$ cat src/verilog/fpx_params.svh
// constants for the floating-point exception vectoring block
// assumes vector base supplied by the core as a byte address
// Contract
// (RL1) opcode bits 15-12 all ones is F-line
// (RL2) implemented F-line patterns execute, no exception
// (RL3) recognised unimplemented FP pattern raises vector 11
// (RL4) other F-line words: vector 11, format zero
// (RL5) breakpoint ack ended by ack reports illegal
// (RL6) unimplemented FP instruction uses vector 11, 02c
// (RL7) unordered branch/set trap uses vector 48
// (RL8) arithmetic exceptions vector 49 through 55
// (RL9) nearest mode overflow gives signed infinity
// (RL10) toward zero overflow gives signed largest
// (RL11) down mode: +largest or -infinity
// (RL12) up mode: +infinity or -largest
// (RL13) late stage pending beats early stage pending
// (RL14) dependent overflow: post exception, address invalid
// (RL15) faulting store out: format three, destination address
// (RL16) fetch stage one clock minimum, one per access
// (RL17) register direct zero accesses, memory modes one
// (RL18) software-only formats and types go to emulation
// (RL19) unsupported data type raises vector 55
// (RL20) vector offset is number times four plus base
`ifndef FPX_PARAMS_SVH
`define FPX_PARAMS_SVH
`define FPX_FLINE_NIB       4'hf
`define FPX_VEC_FLINE       8'h0b
`define FPX_VEC_ILLEGAL     8'h04
`define FPX_VEC_UNORDERED   8'h30
`define FPX_VEC_INEXACT     8'h31
`define FPX_VEC_DIVZERO     8'h32
`define FPX_VEC_UNDERFLOW   8'h33
`define FPX_VEC_OPERR       8'h34
`define FPX_VEC_OVERFLOW    8'h35
`define FPX_VEC_SIGNALING_NOT_A_NUMBER        8'h36
`define FPX_VEC_UNSUPP      8'h37
`define FPX_FMT_ZERO        4'h0
`define FPX_FMT_THREE       4'h3
`define FPX_FETCH_MIN       4'h1
`endif

$ cat src/verilog/fpx_pkg.sv
// types for the floating-point exception vectoring block
// assumes nothing beyond the params header
package fpx_pkg;
   typedef enum logic [1:0] {
      FPX_RND_NEAREST,
      FPX_RND_ZERO,
      FPX_RND_DOWN,
      FPX_RND_UP
   } fpx_rnd_e;
   // operand precision for default overflow result
   typedef enum logic [1:0] {
      FPX_PREC_SINGLE,
      FPX_PREC_DOUBLE,
      FPX_PREC_EXTENDED
   } fpx_prec_e;
   // addressing mode classes
   typedef enum logic [2:0] {
      FPX_EA_DREG,
      FPX_EA_AREG,
      FPX_EA_IND,
      FPX_EA_POSTINC,
      FPX_EA_PREDEC,
      FPX_EA_DISP,
      FPX_EA_PCREL,
      FPX_EA_ABS
   } fpx_ea_e;
endpackage

$ cat src/verilog/fpx_decode.sv
// F-line opcode classifier
// assumes a single opcode word and seven extension-word opmode bits for the general op
`timescale 1ns/1ps
`default_nettype none
`include "fpx_params.svh"
module fpx_decode (
   input  wire logic [15:0] i_opword,
   input  wire logic [6:0]  i_fp_opmode,
   output logic             o_fline,
   output logic             o_implemented,
   output logic             o_unimpl_fp
);
   logic [2:0] cpid;
   logic [2:0] cptype;
   always_comb begin
      cpid   = i_opword[11:9];
      cptype = i_opword[8:6];
      o_fline       = i_opword[15:12] == `FPX_FLINE_NIB; // RL1
      o_implemented = 1'b0;
      o_unimpl_fp   = 1'b0;
      if (o_fline) begin
         // cache push/invalidate and move16 are cpid 2/3
         if (cpid == 3'h2 || cpid == 3'h3) begin
            o_implemented = 1'b1; // RL2
         end else if (cpid == 3'h1) begin
            if (cptype == 3'h0) begin
               // general op: arithmetic core ops in hardware, transcendentals not
               if (i_fp_opmode inside {7'h00, 7'h04, 7'h18, 7'h1a, 7'h20,
                                       7'h22, 7'h23, 7'h28, 7'h38, 7'h3a}) begin
                  o_implemented = 1'b1; // RL2
               end else begin
                  o_unimpl_fp = 1'b1; // RL3
               end
            end else if (cptype == 3'h1 || cptype == 3'h2 || cptype == 3'h3
                         || cptype == 3'h4 || cptype == 3'h5) begin
               o_implemented = 1'b1; // RL2
            end else begin
               o_unimpl_fp = 1'b1; // RL3
            end
         end
      end
   end
endmodule
`default_nettype wire

$ cat src/verilog/fpx_ovf_result.sv
// default overflow result per rounding mode
// assumes sign of intermediate result is supplied
`timescale 1ns/1ps
`default_nettype none
`include "fpx_params.svh"
module fpx_ovf_result (
   input  wire logic                i_sign,
   input  wire fpx_pkg::fpx_rnd_e   i_mode,
   input  wire fpx_pkg::fpx_prec_e  i_prec,
   output logic [79:0]              o_result
);
   import fpx_pkg::*;
   logic big;
   function automatic logic [79:0] pack(input logic s, input logic m, input fpx_prec_e p);
      logic [79:0] r;
      r = '0;
      unique case (p)
         FPX_PREC_SINGLE:   r[31:0] = {s, m ? 8'hfe : 8'hff, m ? 23'h7fffff : 23'h0};
         FPX_PREC_DOUBLE:   r[63:0] = {s, m ? 11'h7fe : 11'h7ff, m ? 52'hfffffffffffff : 52'h0};
         default:           r = {s, m ? 15'h7ffe : 15'h7fff, m ? 64'hffffffffffffffff
                                                            : 64'h8000000000000000};
      endcase
      return r;
   endfunction
   always_comb begin
      unique case (i_mode)
         FPX_RND_NEAREST: big = 1'b0;   // RL9
         FPX_RND_ZERO:    big = 1'b1;   // RL10
         FPX_RND_DOWN:    big = !i_sign;  // RL11
         FPX_RND_UP:      big = i_sign;   // RL12
      endcase
      o_result = pack(i_sign, big, i_prec);
   end
endmodule
`default_nettype wire

$ cat src/verilog/fpx_vectoring.sv
// floating-point exception vectoring top
// assumes core presents one event set per cycle with a one-cycle valid
`timescale 1ns/1ps
`default_nettype none
`include "fpx_params.svh"
module fpx_vectoring #(
   parameter int ADDR_W = 32
) (
   input  wire logic               i_clk,
   input  wire logic               i_rst,
   input  wire logic               i_valid,
   input  wire logic [15:0]        i_opword,
   input  wire logic [6:0]         i_fp_opmode,
   input  wire logic               i_unordered_trap,
   input  wire logic [6:0]         i_arith_exc,
   input  wire logic               i_unsupp_type,
   input  wire logic               i_bkpt_ack_cycle,
   input  wire logic               i_transfer_acknowledge,
   input  wire logic               i_transfer_error_ack,
   input  wire logic               i_late_stage_pending,
   input  wire logic               i_early_stage_pending,
   input  wire logic               i_dep_overflow,
   input  wire logic               i_fp_store_out_fault,
   input  wire logic [ADDR_W-1:0]  i_store_addr,
   input  wire logic [ADDR_W-1:0]  i_vbr,
   input  wire logic               i_sign,
   input  wire fpx_pkg::fpx_rnd_e  i_rnd,
   input  wire fpx_pkg::fpx_prec_e i_prec,
   input  wire fpx_pkg::fpx_ea_e   i_ea_mode,
   output logic                    o_exc,
   output logic [7:0]              o_vector,
   output logic [ADDR_W-1:0]       o_vector_addr,
   output logic [3:0]              o_frame_fmt,
   output logic                    o_post_instr,
   output logic                    o_ea_valid,
   output logic [ADDR_W-1:0]       o_frame_ea,
   output logic                    o_late_first,
   output logic [3:0]              o_fetch_clocks,
   output logic                    o_execute,
   output logic [79:0]             o_ovf_result
);
   import fpx_pkg::*;
   initial begin
      if (ADDR_W < 12) $error("ADDR_W too small");
   end

   logic fline, impl, unimpl;
   logic [79:0] ovf_res;
   logic              exc, next_exc;
   logic [7:0]        vector, next_vector;
   logic [ADDR_W-1:0] vaddr, next_vaddr;
   logic [3:0]        fmt, next_fmt;
   logic              post, next_post;
   logic              eav, next_eav;
   logic [ADDR_W-1:0] fea, next_fea;
   logic              late, next_late;
   logic [3:0]        fclk, next_fclk;
   logic              execr, next_execr;
   logic [79:0]       ovr, next_ovr;

   fpx_decode u_dec (
      .i_opword      (i_opword),
      .i_fp_opmode   (i_fp_opmode),
      .o_fline       (fline),
      .o_implemented (impl),
      .o_unimpl_fp   (unimpl)
   );
   fpx_ovf_result u_ovf (
      .i_sign   (i_sign),
      .i_mode   (i_rnd),
      .i_prec   (i_prec),
      .o_result (ovf_res)
   );

   function automatic logic [ADDR_W-1:0] vec_addr(input logic [7:0] v,
                                                  input logic [ADDR_W-1:0] base);
      return base + ADDR_W'({v, 2'b00}); // RL20
   endfunction

   function automatic logic [3:0] accesses(input fpx_ea_e m);
      return (m == FPX_EA_DREG || m == FPX_EA_AREG) ? 4'h0 : 4'h1; // RL17
   endfunction

   // lowest arithmetic vector wins when several report together
   function automatic logic [7:0] arith_vec(input logic [6:0] a);
      logic [7:0] v;
      v = `FPX_VEC_INEXACT;
      for (int i = 6; i >= 0; i--) begin
         if (a[i]) v = `FPX_VEC_INEXACT + 8'(i);
      end
      return v; // RL8
   endfunction

   always_comb begin
      next_exc    = 1'b0;
      next_vector = vector;
      next_fmt    = fmt;
      next_post   = 1'b0;
      next_eav    = eav;
      next_fea    = fea;
      next_late   = i_late_stage_pending; // RL13
      next_execr  = 1'b0;
      next_ovr    = ovr;
      next_fclk   = fclk;
      if (i_bkpt_ack_cycle && (i_transfer_acknowledge || i_transfer_error_ack)) begin
         next_exc    = 1'b1; // RL5
         next_vector = `FPX_VEC_ILLEGAL;
         next_fmt    = `FPX_FMT_ZERO;
      end else if (i_valid) begin
         // stay at one clock when no operand, else one per access
         next_fclk = (accesses(i_ea_mode) > `FPX_FETCH_MIN) ? accesses(i_ea_mode)
                                                            : `FPX_FETCH_MIN; // RL16
         if (fline && !impl) begin
            next_exc    = 1'b1; // RL3 RL4 RL6
            next_vector = `FPX_VEC_FLINE;
            next_fmt    = `FPX_FMT_ZERO;
         end else if (i_late_stage_pending || i_early_stage_pending) begin
            // late stage frame fields are serviced before early ones
            next_exc    = 1'b1; // RL13
            next_vector = arith_vec(i_arith_exc);
            next_fmt    = `FPX_FMT_ZERO;
         end else if (i_unsupp_type) begin
            next_exc    = 1'b1; // RL18 RL19
            next_vector = `FPX_VEC_UNSUPP;
            next_fmt    = `FPX_FMT_ZERO;
         end else if (i_unordered_trap) begin
            next_exc    = 1'b1; // RL7
            next_vector = `FPX_VEC_UNORDERED;
            next_fmt    = `FPX_FMT_ZERO;
         end else if (i_fp_store_out_fault) begin
            next_exc    = 1'b1; // RL15
            next_post   = 1'b1;
            next_vector = arith_vec(i_arith_exc);
            next_fmt    = `FPX_FMT_THREE;
            next_eav    = 1'b1;
            next_fea    = i_store_addr;
         end else if (i_dep_overflow) begin
            next_exc    = 1'b1; // RL14
            next_post   = 1'b1;
            next_vector = `FPX_VEC_OVERFLOW;
            next_fmt    = `FPX_FMT_THREE;
            next_eav    = 1'b0;
            next_ovr    = ovf_res; // RL9 RL10 RL11 RL12
         end else if (|i_arith_exc) begin
            next_exc    = 1'b1; // RL8
            next_vector = arith_vec(i_arith_exc);
            next_fmt    = `FPX_FMT_ZERO;
            if (i_arith_exc[4]) next_ovr = ovf_res;
         end else begin
            next_execr  = 1'b1; // RL2
         end
      end
      next_vaddr = vec_addr(next_vector, i_vbr); // RL20
   end

   always_ff @(posedge i_clk) begin
      if (i_rst) begin
         exc    <= 1'b0;
         vector <= 8'h00;
         vaddr  <= '0;
         fmt    <= 4'h0;
         post   <= 1'b0;
         eav    <= 1'b0;
         fea    <= '0;
         late   <= 1'b0;
         fclk   <= `FPX_FETCH_MIN;
         execr  <= 1'b0;
         ovr    <= 80'h0;
      end else begin
         exc    <= next_exc;
         vector <= next_vector;
         vaddr  <= next_vaddr;
         fmt    <= next_fmt;
         post   <= next_post;
         eav    <= next_eav;
         fea    <= next_fea;
         late   <= next_late;
         fclk   <= next_fclk;
         execr  <= next_execr;
         ovr    <= next_ovr;
      end
   end

   assign o_exc          = exc;
   assign o_vector       = vector;
   assign o_vector_addr  = vaddr;
   assign o_frame_fmt    = fmt;
   assign o_post_instr   = post;
   assign o_ea_valid     = eav;
   assign o_frame_ea     = fea;
   assign o_late_first   = late;
   assign o_fetch_clocks = fclk;
   assign o_execute      = execr;
   assign o_ovf_result   = ovr;
endmodule
`default_nettype wire

$ cat config.mk
export PLATFORM = sky130hd
export DESIGN_NAME = fpx_vectoring
export DESIGN_NICKNAME = d
export VERILOG_FILES = /design/src/verilog/fpx_pkg.sv /design/src/verilog/fpx_decode.sv /design/src/verilog/fpx_ovf_result.sv /design/src/verilog/fpx_vectoring.sv
export VERILOG_INCLUDE_DIRS = /design/src /design/src/verilog
export SDC_FILE = /design/constraint.sdc
export NUM_CORES = 1
export LEC_CHECK = 0
export BUFFER_PORTS_ARGS = -buffer_cell sky130_fd_sc_hd__clkbuf_2
export CORE_MARGIN = 3
export CORE_UTILIZATION = 50
export CTS_CLUSTER_DIAMETER = 80
export DETAILED_ROUTE_END_ITERATION = 16
export HOLD_SLACK_MARGIN = 0.03
export PLACE_DENSITY = 0.9
export SYNTH_ARGS = -nofsm -noshare
export SYNTH_HDL_FRONTEND = slang
export SYNTH_HIERARCHICAL = 1
export SYNTH_SLANG_ARGS = --single-unit
$ cat constraint.sdc
create_clock -name i_clk -period 4.8 [get_ports i_clk]
set_clock_uncertainty 0.1 [all_clocks]
set_input_delay 0.24 -clock i_clk [delete_from_list [all_inputs] [get_ports i_clk]]
set_output_delay 0.24 -clock i_clk [all_outputs]
set_load 0.1 [all_outputs]
Yosys cells after proc, flatten, opt, wreduce, memory -nomap -nowiden:

Index checks and enable logic that the tools add are counted.

* $add $sub $neg: 1
* $lt $le $gt $ge: 1
* equal/unequal tests: 23
* multiplexer cells: 58
* bitwise logic cells: 7
* reductions and logical operators: 32

Operators with widths (count)
* two-way mux 80 bit: 3
* one-hot mux 32 bit (2 select lines): 2
* two-way mux 8 bit: 15
* two-way mux 63 bit: 1
* two-way mux 52 bit: 1
* equality test 7 x 6 -> 1 bit, second input constant: 6
* adder 32 x 10 -> 32 bit: 1
* two-way mux 4 bit: 7
* two-way mux 1 bit: 25
* two-way mux 23 bit: 1
* two-way mux 16 bit: 1
* equality test 7 x 5 -> 1 bit, second input constant: 2
* AND reduction 7 bit: 2
* OR reduction 7 bit: 2
* equality test 3 x 2 -> 1 bit, second input constant: 4
* nonzero test 10 bit: 1
* equality test 3 x 1 -> 1 bit, second input constant: 3
* AND reduction 9 bit: 1
* OR reduction 9 bit: 1
* logical OR 1 bit: 8
* equality test 7 x 3 -> 1 bit, second input constant: 1
* zero test 7 bit: 1
* NOT 1 bit: 7
* nonzero test 7 bit: 1
* 14 further kinds: 25

* register bits: 165
* input port bits: 114
* output and inout bits: 165
* logic and storage cells: 133

Logic depth before layout (Yosys ltp):

* depth after elaboration: 17
* mapped depth: 17
* gate-level depth less buffers: 16

Cells and area by module:

Netlist, hierarchy kept.

Modules (own cells, without submodules)
* fpx_vectoring: times used 1, cells an instance 766, area each 6284.8 µm², seq. area each 3163.0 µm²
* fpx_ovf_result: times used 1, cells an instance 87, area each 655.6 µm², seq. area each 0.0 µm²
* fpx_decode: times used 1, cells an instance 17, area each 111.4 µm², seq. area each 0.0 µm²

Worst setup path before layout:

No wires, ideal clock.

* path kind: input to register
* start: input port i_fp_opmode[1]
* end: register vaddr[26], in the netlist o_vector_addr[26]
* setup time: 0.128 ns
* data arrival time: 3.166 ns
* required time: 4.572 ns
* path slack: 1.407 ns
* stages: 16
* path buffers: 1
* path through: nor4_1 > o311ai_2 > a21oi_1 > nand2b_1 > nand2_1 > nor3_1 > a21oi_1 > ha_1 > fa_1 > a211oi_1 > o21ai_0 > o311a_1 > clkbuf_1 > nand4_1 > xor2_1 > nor2_1

* cells in the longest elaborated chain, start to end: 13
* elaborated cells between the ends (all ways): 22
* classes of those cells: add/sub (1); eq/ne (9); mux (8); reduce/logical (4)

RTL lines
* from (decl): RTL line fpx_vectoring.sv:13 `input wire logic [6:0] i_fp_opmode,`
* equality test 7 x 3 -> 1 bit, or another cell as far along: RTL line fpx_decode.sv:28 `if (i_fp_opmode inside {7'h00, 7'h04, 7'h18, 7'h1a, 7'h20,`
* nonzero test 10 bit (*): RTL line fpx_decode.sv:28
* two-way mux 1 bit (*): RTL line fpx_decode.sv:28
* two-way mux 1 bit (*): RTL line fpx_decode.sv:26 `if (cptype == 3'h0) begin`
* two-way mux 1 bit (*): RTL line fpx_decode.sv:25 `end else if (cpid == 3'h1) begin`
* two-way mux 1 bit (*): RTL line fpx_decode.sv:23 `if (cpid == 3'h2 || cpid == 3'h3) begin`
* two-way mux 1 bit (*): RTL line fpx_decode.sv:21 `if (o_fline) begin`
* via impl: RTL line fpx_vectoring.sv:47 `logic fline, impl, unimpl;`
* zero test 1 bit (*): RTL line fpx_vectoring.sv:113 `if (fline && !impl) begin`
* logical AND 1 bit (*): RTL line fpx_vectoring.sv:113
* two-way mux 8 bit (*): RTL line fpx_vectoring.sv:113
* two-way mux 8 bit (*): RTL line fpx_vectoring.sv:109 `end else if (i_valid) begin`
* two-way mux 8 bit (*): RTL line fpx_vectoring.sv:105 `if (i_bkpt_ack_cycle && (i_transfer_acknowledge || i_transfer_error_ack)) begin`
* via next_vector[0]: RTL line fpx_vectoring.sv:50 `logic [7:0] vector, next_vector;`
* adder 32 x 10 -> 32 bit (*): RTL line fpx_vectoring.sv:77 `return base + ADDR_W'({v, 2'b00});`
* to (signal assigned): RTL line fpx_vectoring.sv:172 `vaddr <= next_vaddr;`
* to (decl): RTL line fpx_vectoring.sv:51 `logic [ADDR_W-1:0] vaddr, next_vaddr;`

Mark *: on every way through the listed nets, which the timed path passes. The rest lies on a longest branch.
A chain may end at the register's enable or synchronous reset.

Worst setup path after layout:

* start: input port i_late_stage_pending
* end: register vaddr[31], in the netlist o_vector_addr[31]

* cells in the longest elaborated chain, start to end: 6

RTL lines
* from (decl): RTL line fpx_vectoring.sv:20 `input wire logic i_late_stage_pending,`
* logical OR 1 bit: RTL line fpx_vectoring.sv:117 `end else if (i_late_stage_pending || i_early_stage_pending) begin`
* two-way mux 8 bit: RTL line fpx_vectoring.sv:117
* two-way mux 8 bit: RTL line fpx_vectoring.sv:113
* two-way mux 8 bit: RTL line fpx_vectoring.sv:109
* two-way mux 8 bit: RTL line fpx_vectoring.sv:105
* via next_vector[6]: RTL line fpx_vectoring.sv:50
* adder 32 x 10 -> 32 bit: RTL line fpx_vectoring.sv:77

The timed path passes the listed nets, and every way through them passes these cells.

==> impl_metrics.json <==
{
  "mostFrequentLayoutCells": "clkbuf_2, nand2_1, dfxtp_1",
  "antenna_found_initial": 0,
  "worstPathArrival_ns": 3.99,
  "htree_levels": 4,
  "worst_slew_pin_slew_ns": 1.242,
  "die_x_microns": 124.7,
  "cts_made_buffers": 17,
  "cp.required_ns": 5.03,
  "timing.slew.headroom_pct": 16.89,
  "reg2reg_to": "o_vector_addr[18]",
  "vias": 6720,
  "crit_path_end_kind": "flop",
  "dieArea_sq_um": 15550,
  "max_stage_delay_ns": 0.54,
  "clk_path_buf_depth": 2,
  "cts.clk_slew.worst_paths_ns": 0.06,
  "cts.sinks": 158,
  "layout-area-overhead-vs-synth_pct": 25.14,
  "cap_viol_max_count": 0,
  "hold_class": "in2reg",
  "overflow": 0,
  "hold_depth": 3,
  "post-route-min-period_ns": 3.767,
  "portBuffers": 263,
  "cts_resized": 0,
  "initial_core_util_pct": 52.15,
  "rsz0062_at_grt": "no",
  "critPathBufInv": 2,
  "layout.nets": 1213,
  "cts_tree": "done",
  "cp-start-kind": "input port",
  "core_area_sq_um": 13510,
  "vias_per_cell": 5.262,
  "wire_per_inst_microns": 15.78,
  "finish.utilization_pct": 65.26,
  "maxSlewViolCount": 0,
  "r2r.worst_path.cells": 12,
  "worst-setup-path-type": "in2reg",
  "layout_commonest_cell": "clkbuf_2",
  "fin_ws_ns": 1.033,
  "grt_first_pass_wirelength_microns": 31660,
  "syn_inst": 869,
  "crit_slowest_cell": "dlygate4sd3_1",
  "wl_microns": 20150,
  "reg2reg_from": "o_vector[0]",
  "period_share_pct": 78.47,
  "io_pins": 279,
  "drive_above_1_share_pct": 28.45,
  "grt_pass1_vias": 6497,
  "root_buffer": "clkbuf_16",
  "drt_first_pass_iters": 9,
  "dp_hpwl_microns": 12640,
  "tns_ns": 0,
  "pre_cts_ws_ns": 0.9332,
  "hold_viol_final": 0,
  "path_cells": "dlygate4sd3_1 -> clkbuf_2 -> or3_1 -> o31a_1 -> nor2_1 -> and2_1 -> ha_1 -> a21o_1 -> and3_1 -> a21oi_1 -> and2_1 -> o21ai_0 -> a21oi_1",
  "die_h_microns": 124.7,
  "post_cts_buffers": 0,
  "rows": 42,
  "gr-usage-all-layers_pct": 24.84,
  "yosysWarningCount": 6,
  "critical-path-top-delay-family": "compound AO/OA/AOI/OAI gates",
  "p_per_area_nw_per_um2": 353.7,
  "cts_hold_buf": 50,
  "gp_congestion": 0.9571,
  "final_antenna_net_count": 0,
  "hold_path_end": "o_vector_addr[14]",
  "clock_latency_ns": 0.42,
  "r2r_slack_ns": 1.65,
  "critPathLaunch": "i_late_stage_pending",
  "peakVddDrop_mv": 0.2835,
  "hp-start": "i_vbr[14]",
  "clock.fmax_mhz": 265.5,
  "status": "finished, final reports clean",
  "syn_area_sq_um": 7043,
  "drtIter0Drc": 488,
  "cp_max_fo": 8,
  "drcViolationCount": 0,
  "leakage_nw": 3.782,
  "finalSetupViolations": 0,
  "synth_area_per_cell_sq_um": 8.105,
  "grt_max_degree": 81
}
-- worst reg2reg max path, cell delays in order, from the launching register on --
cell and delay, ns:
dfxtp_1 0.32, nor2_1 0.10, nor2_1 0.05, o221ai_1 0.19
a21oi_1 0.08, ha_1 0.23, fa_1 0.43, a211oi_1 0.25
o21ai_0 0.26, o311a_1 0.51, nand2_1 0.14, xor2_1 0.22
nor2_1 0.09
-- cell type report --
type	instances	area (sq um)
fillers	1018	4692
flip-flops and latches	158	3163
multi-input cells	584	2987
repair buffers	318	1857
clock buffers	20	456.7
well taps	176	220.2
clock inverters	10	90.09
inverters	10	37.54
diodes	1	2.502
-- layer usage --
metal  share of wire [%]  up-vias  global-route usage [%]
met5                   0        -                       0
met4                 4.0        0                   12.57
met3                 8.8       65                   8.619
met2                  50      338                   42.81
met1                  37     3104                   26.98
li1                    -     3213                       -
-- how the worst max path moves through the flow --
stage | to | slack (ns) | cells past startpoint
global route | o_vector_addr[22] | 0.87 | 16
detailed placement | o_vector_addr[30] | 0.93 | 16
global placement | o_vector_addr[26] | 0.99 | 16
finish | o_vector_addr[31] | 1.03 | 13
CTS | o_vector_addr[31] | 1.24 | 13
floorplan | o_vector_addr[26] | 1.42 | 16
-- through the flow --
| stage | cells | instance area [sq um] | hold slack (ns) | power, W |
|---|---|---|---|---|
| global placement | 1196 | 7764 | 0.3408 | 0.001837 |
| CTS | 1276 | 8811 | 0.03323 | 0.003124 |
| global route | 1276 | 8811 | 0.05144 | 0.003221 |
| finish | 1277 | 8813 | 0.05479 | 0.003118 |
| detailed placement | 1196 | 7764 | 0.3456 | 0.001842 |
| floorplan | 873 | 7058 | 0.2310 | 0.001804 |
-- flip-flops by register name, indices dropped and copies added, names as in the netlist --
| signal | flops |
|---|---|
| o_ovf_result | 80 |
| o_ea_valid | 1 |
| o_late_first | 1 |
| o_frame_fmt | 1 |
| o_exc | 1 |
| o_vector_addr | 32 |
| o_post_instr | 1 |
| o_frame_ea | 32 |
| o_execute | 1 |
| o_vector | 8 |
-- where the power goes --
| part | total, W | internal, W | switching (W) |
|---|---|---|---|
| sequential | 0.00135 | 0.00134 | 0.0000107 |
| combinational | 0.000509 | 0.000128 | 0.000381 |
| clock | 0.00126 | 0.000733 | 0.000526 |
No activity file was read; power rests on OpenSTA's default activity.
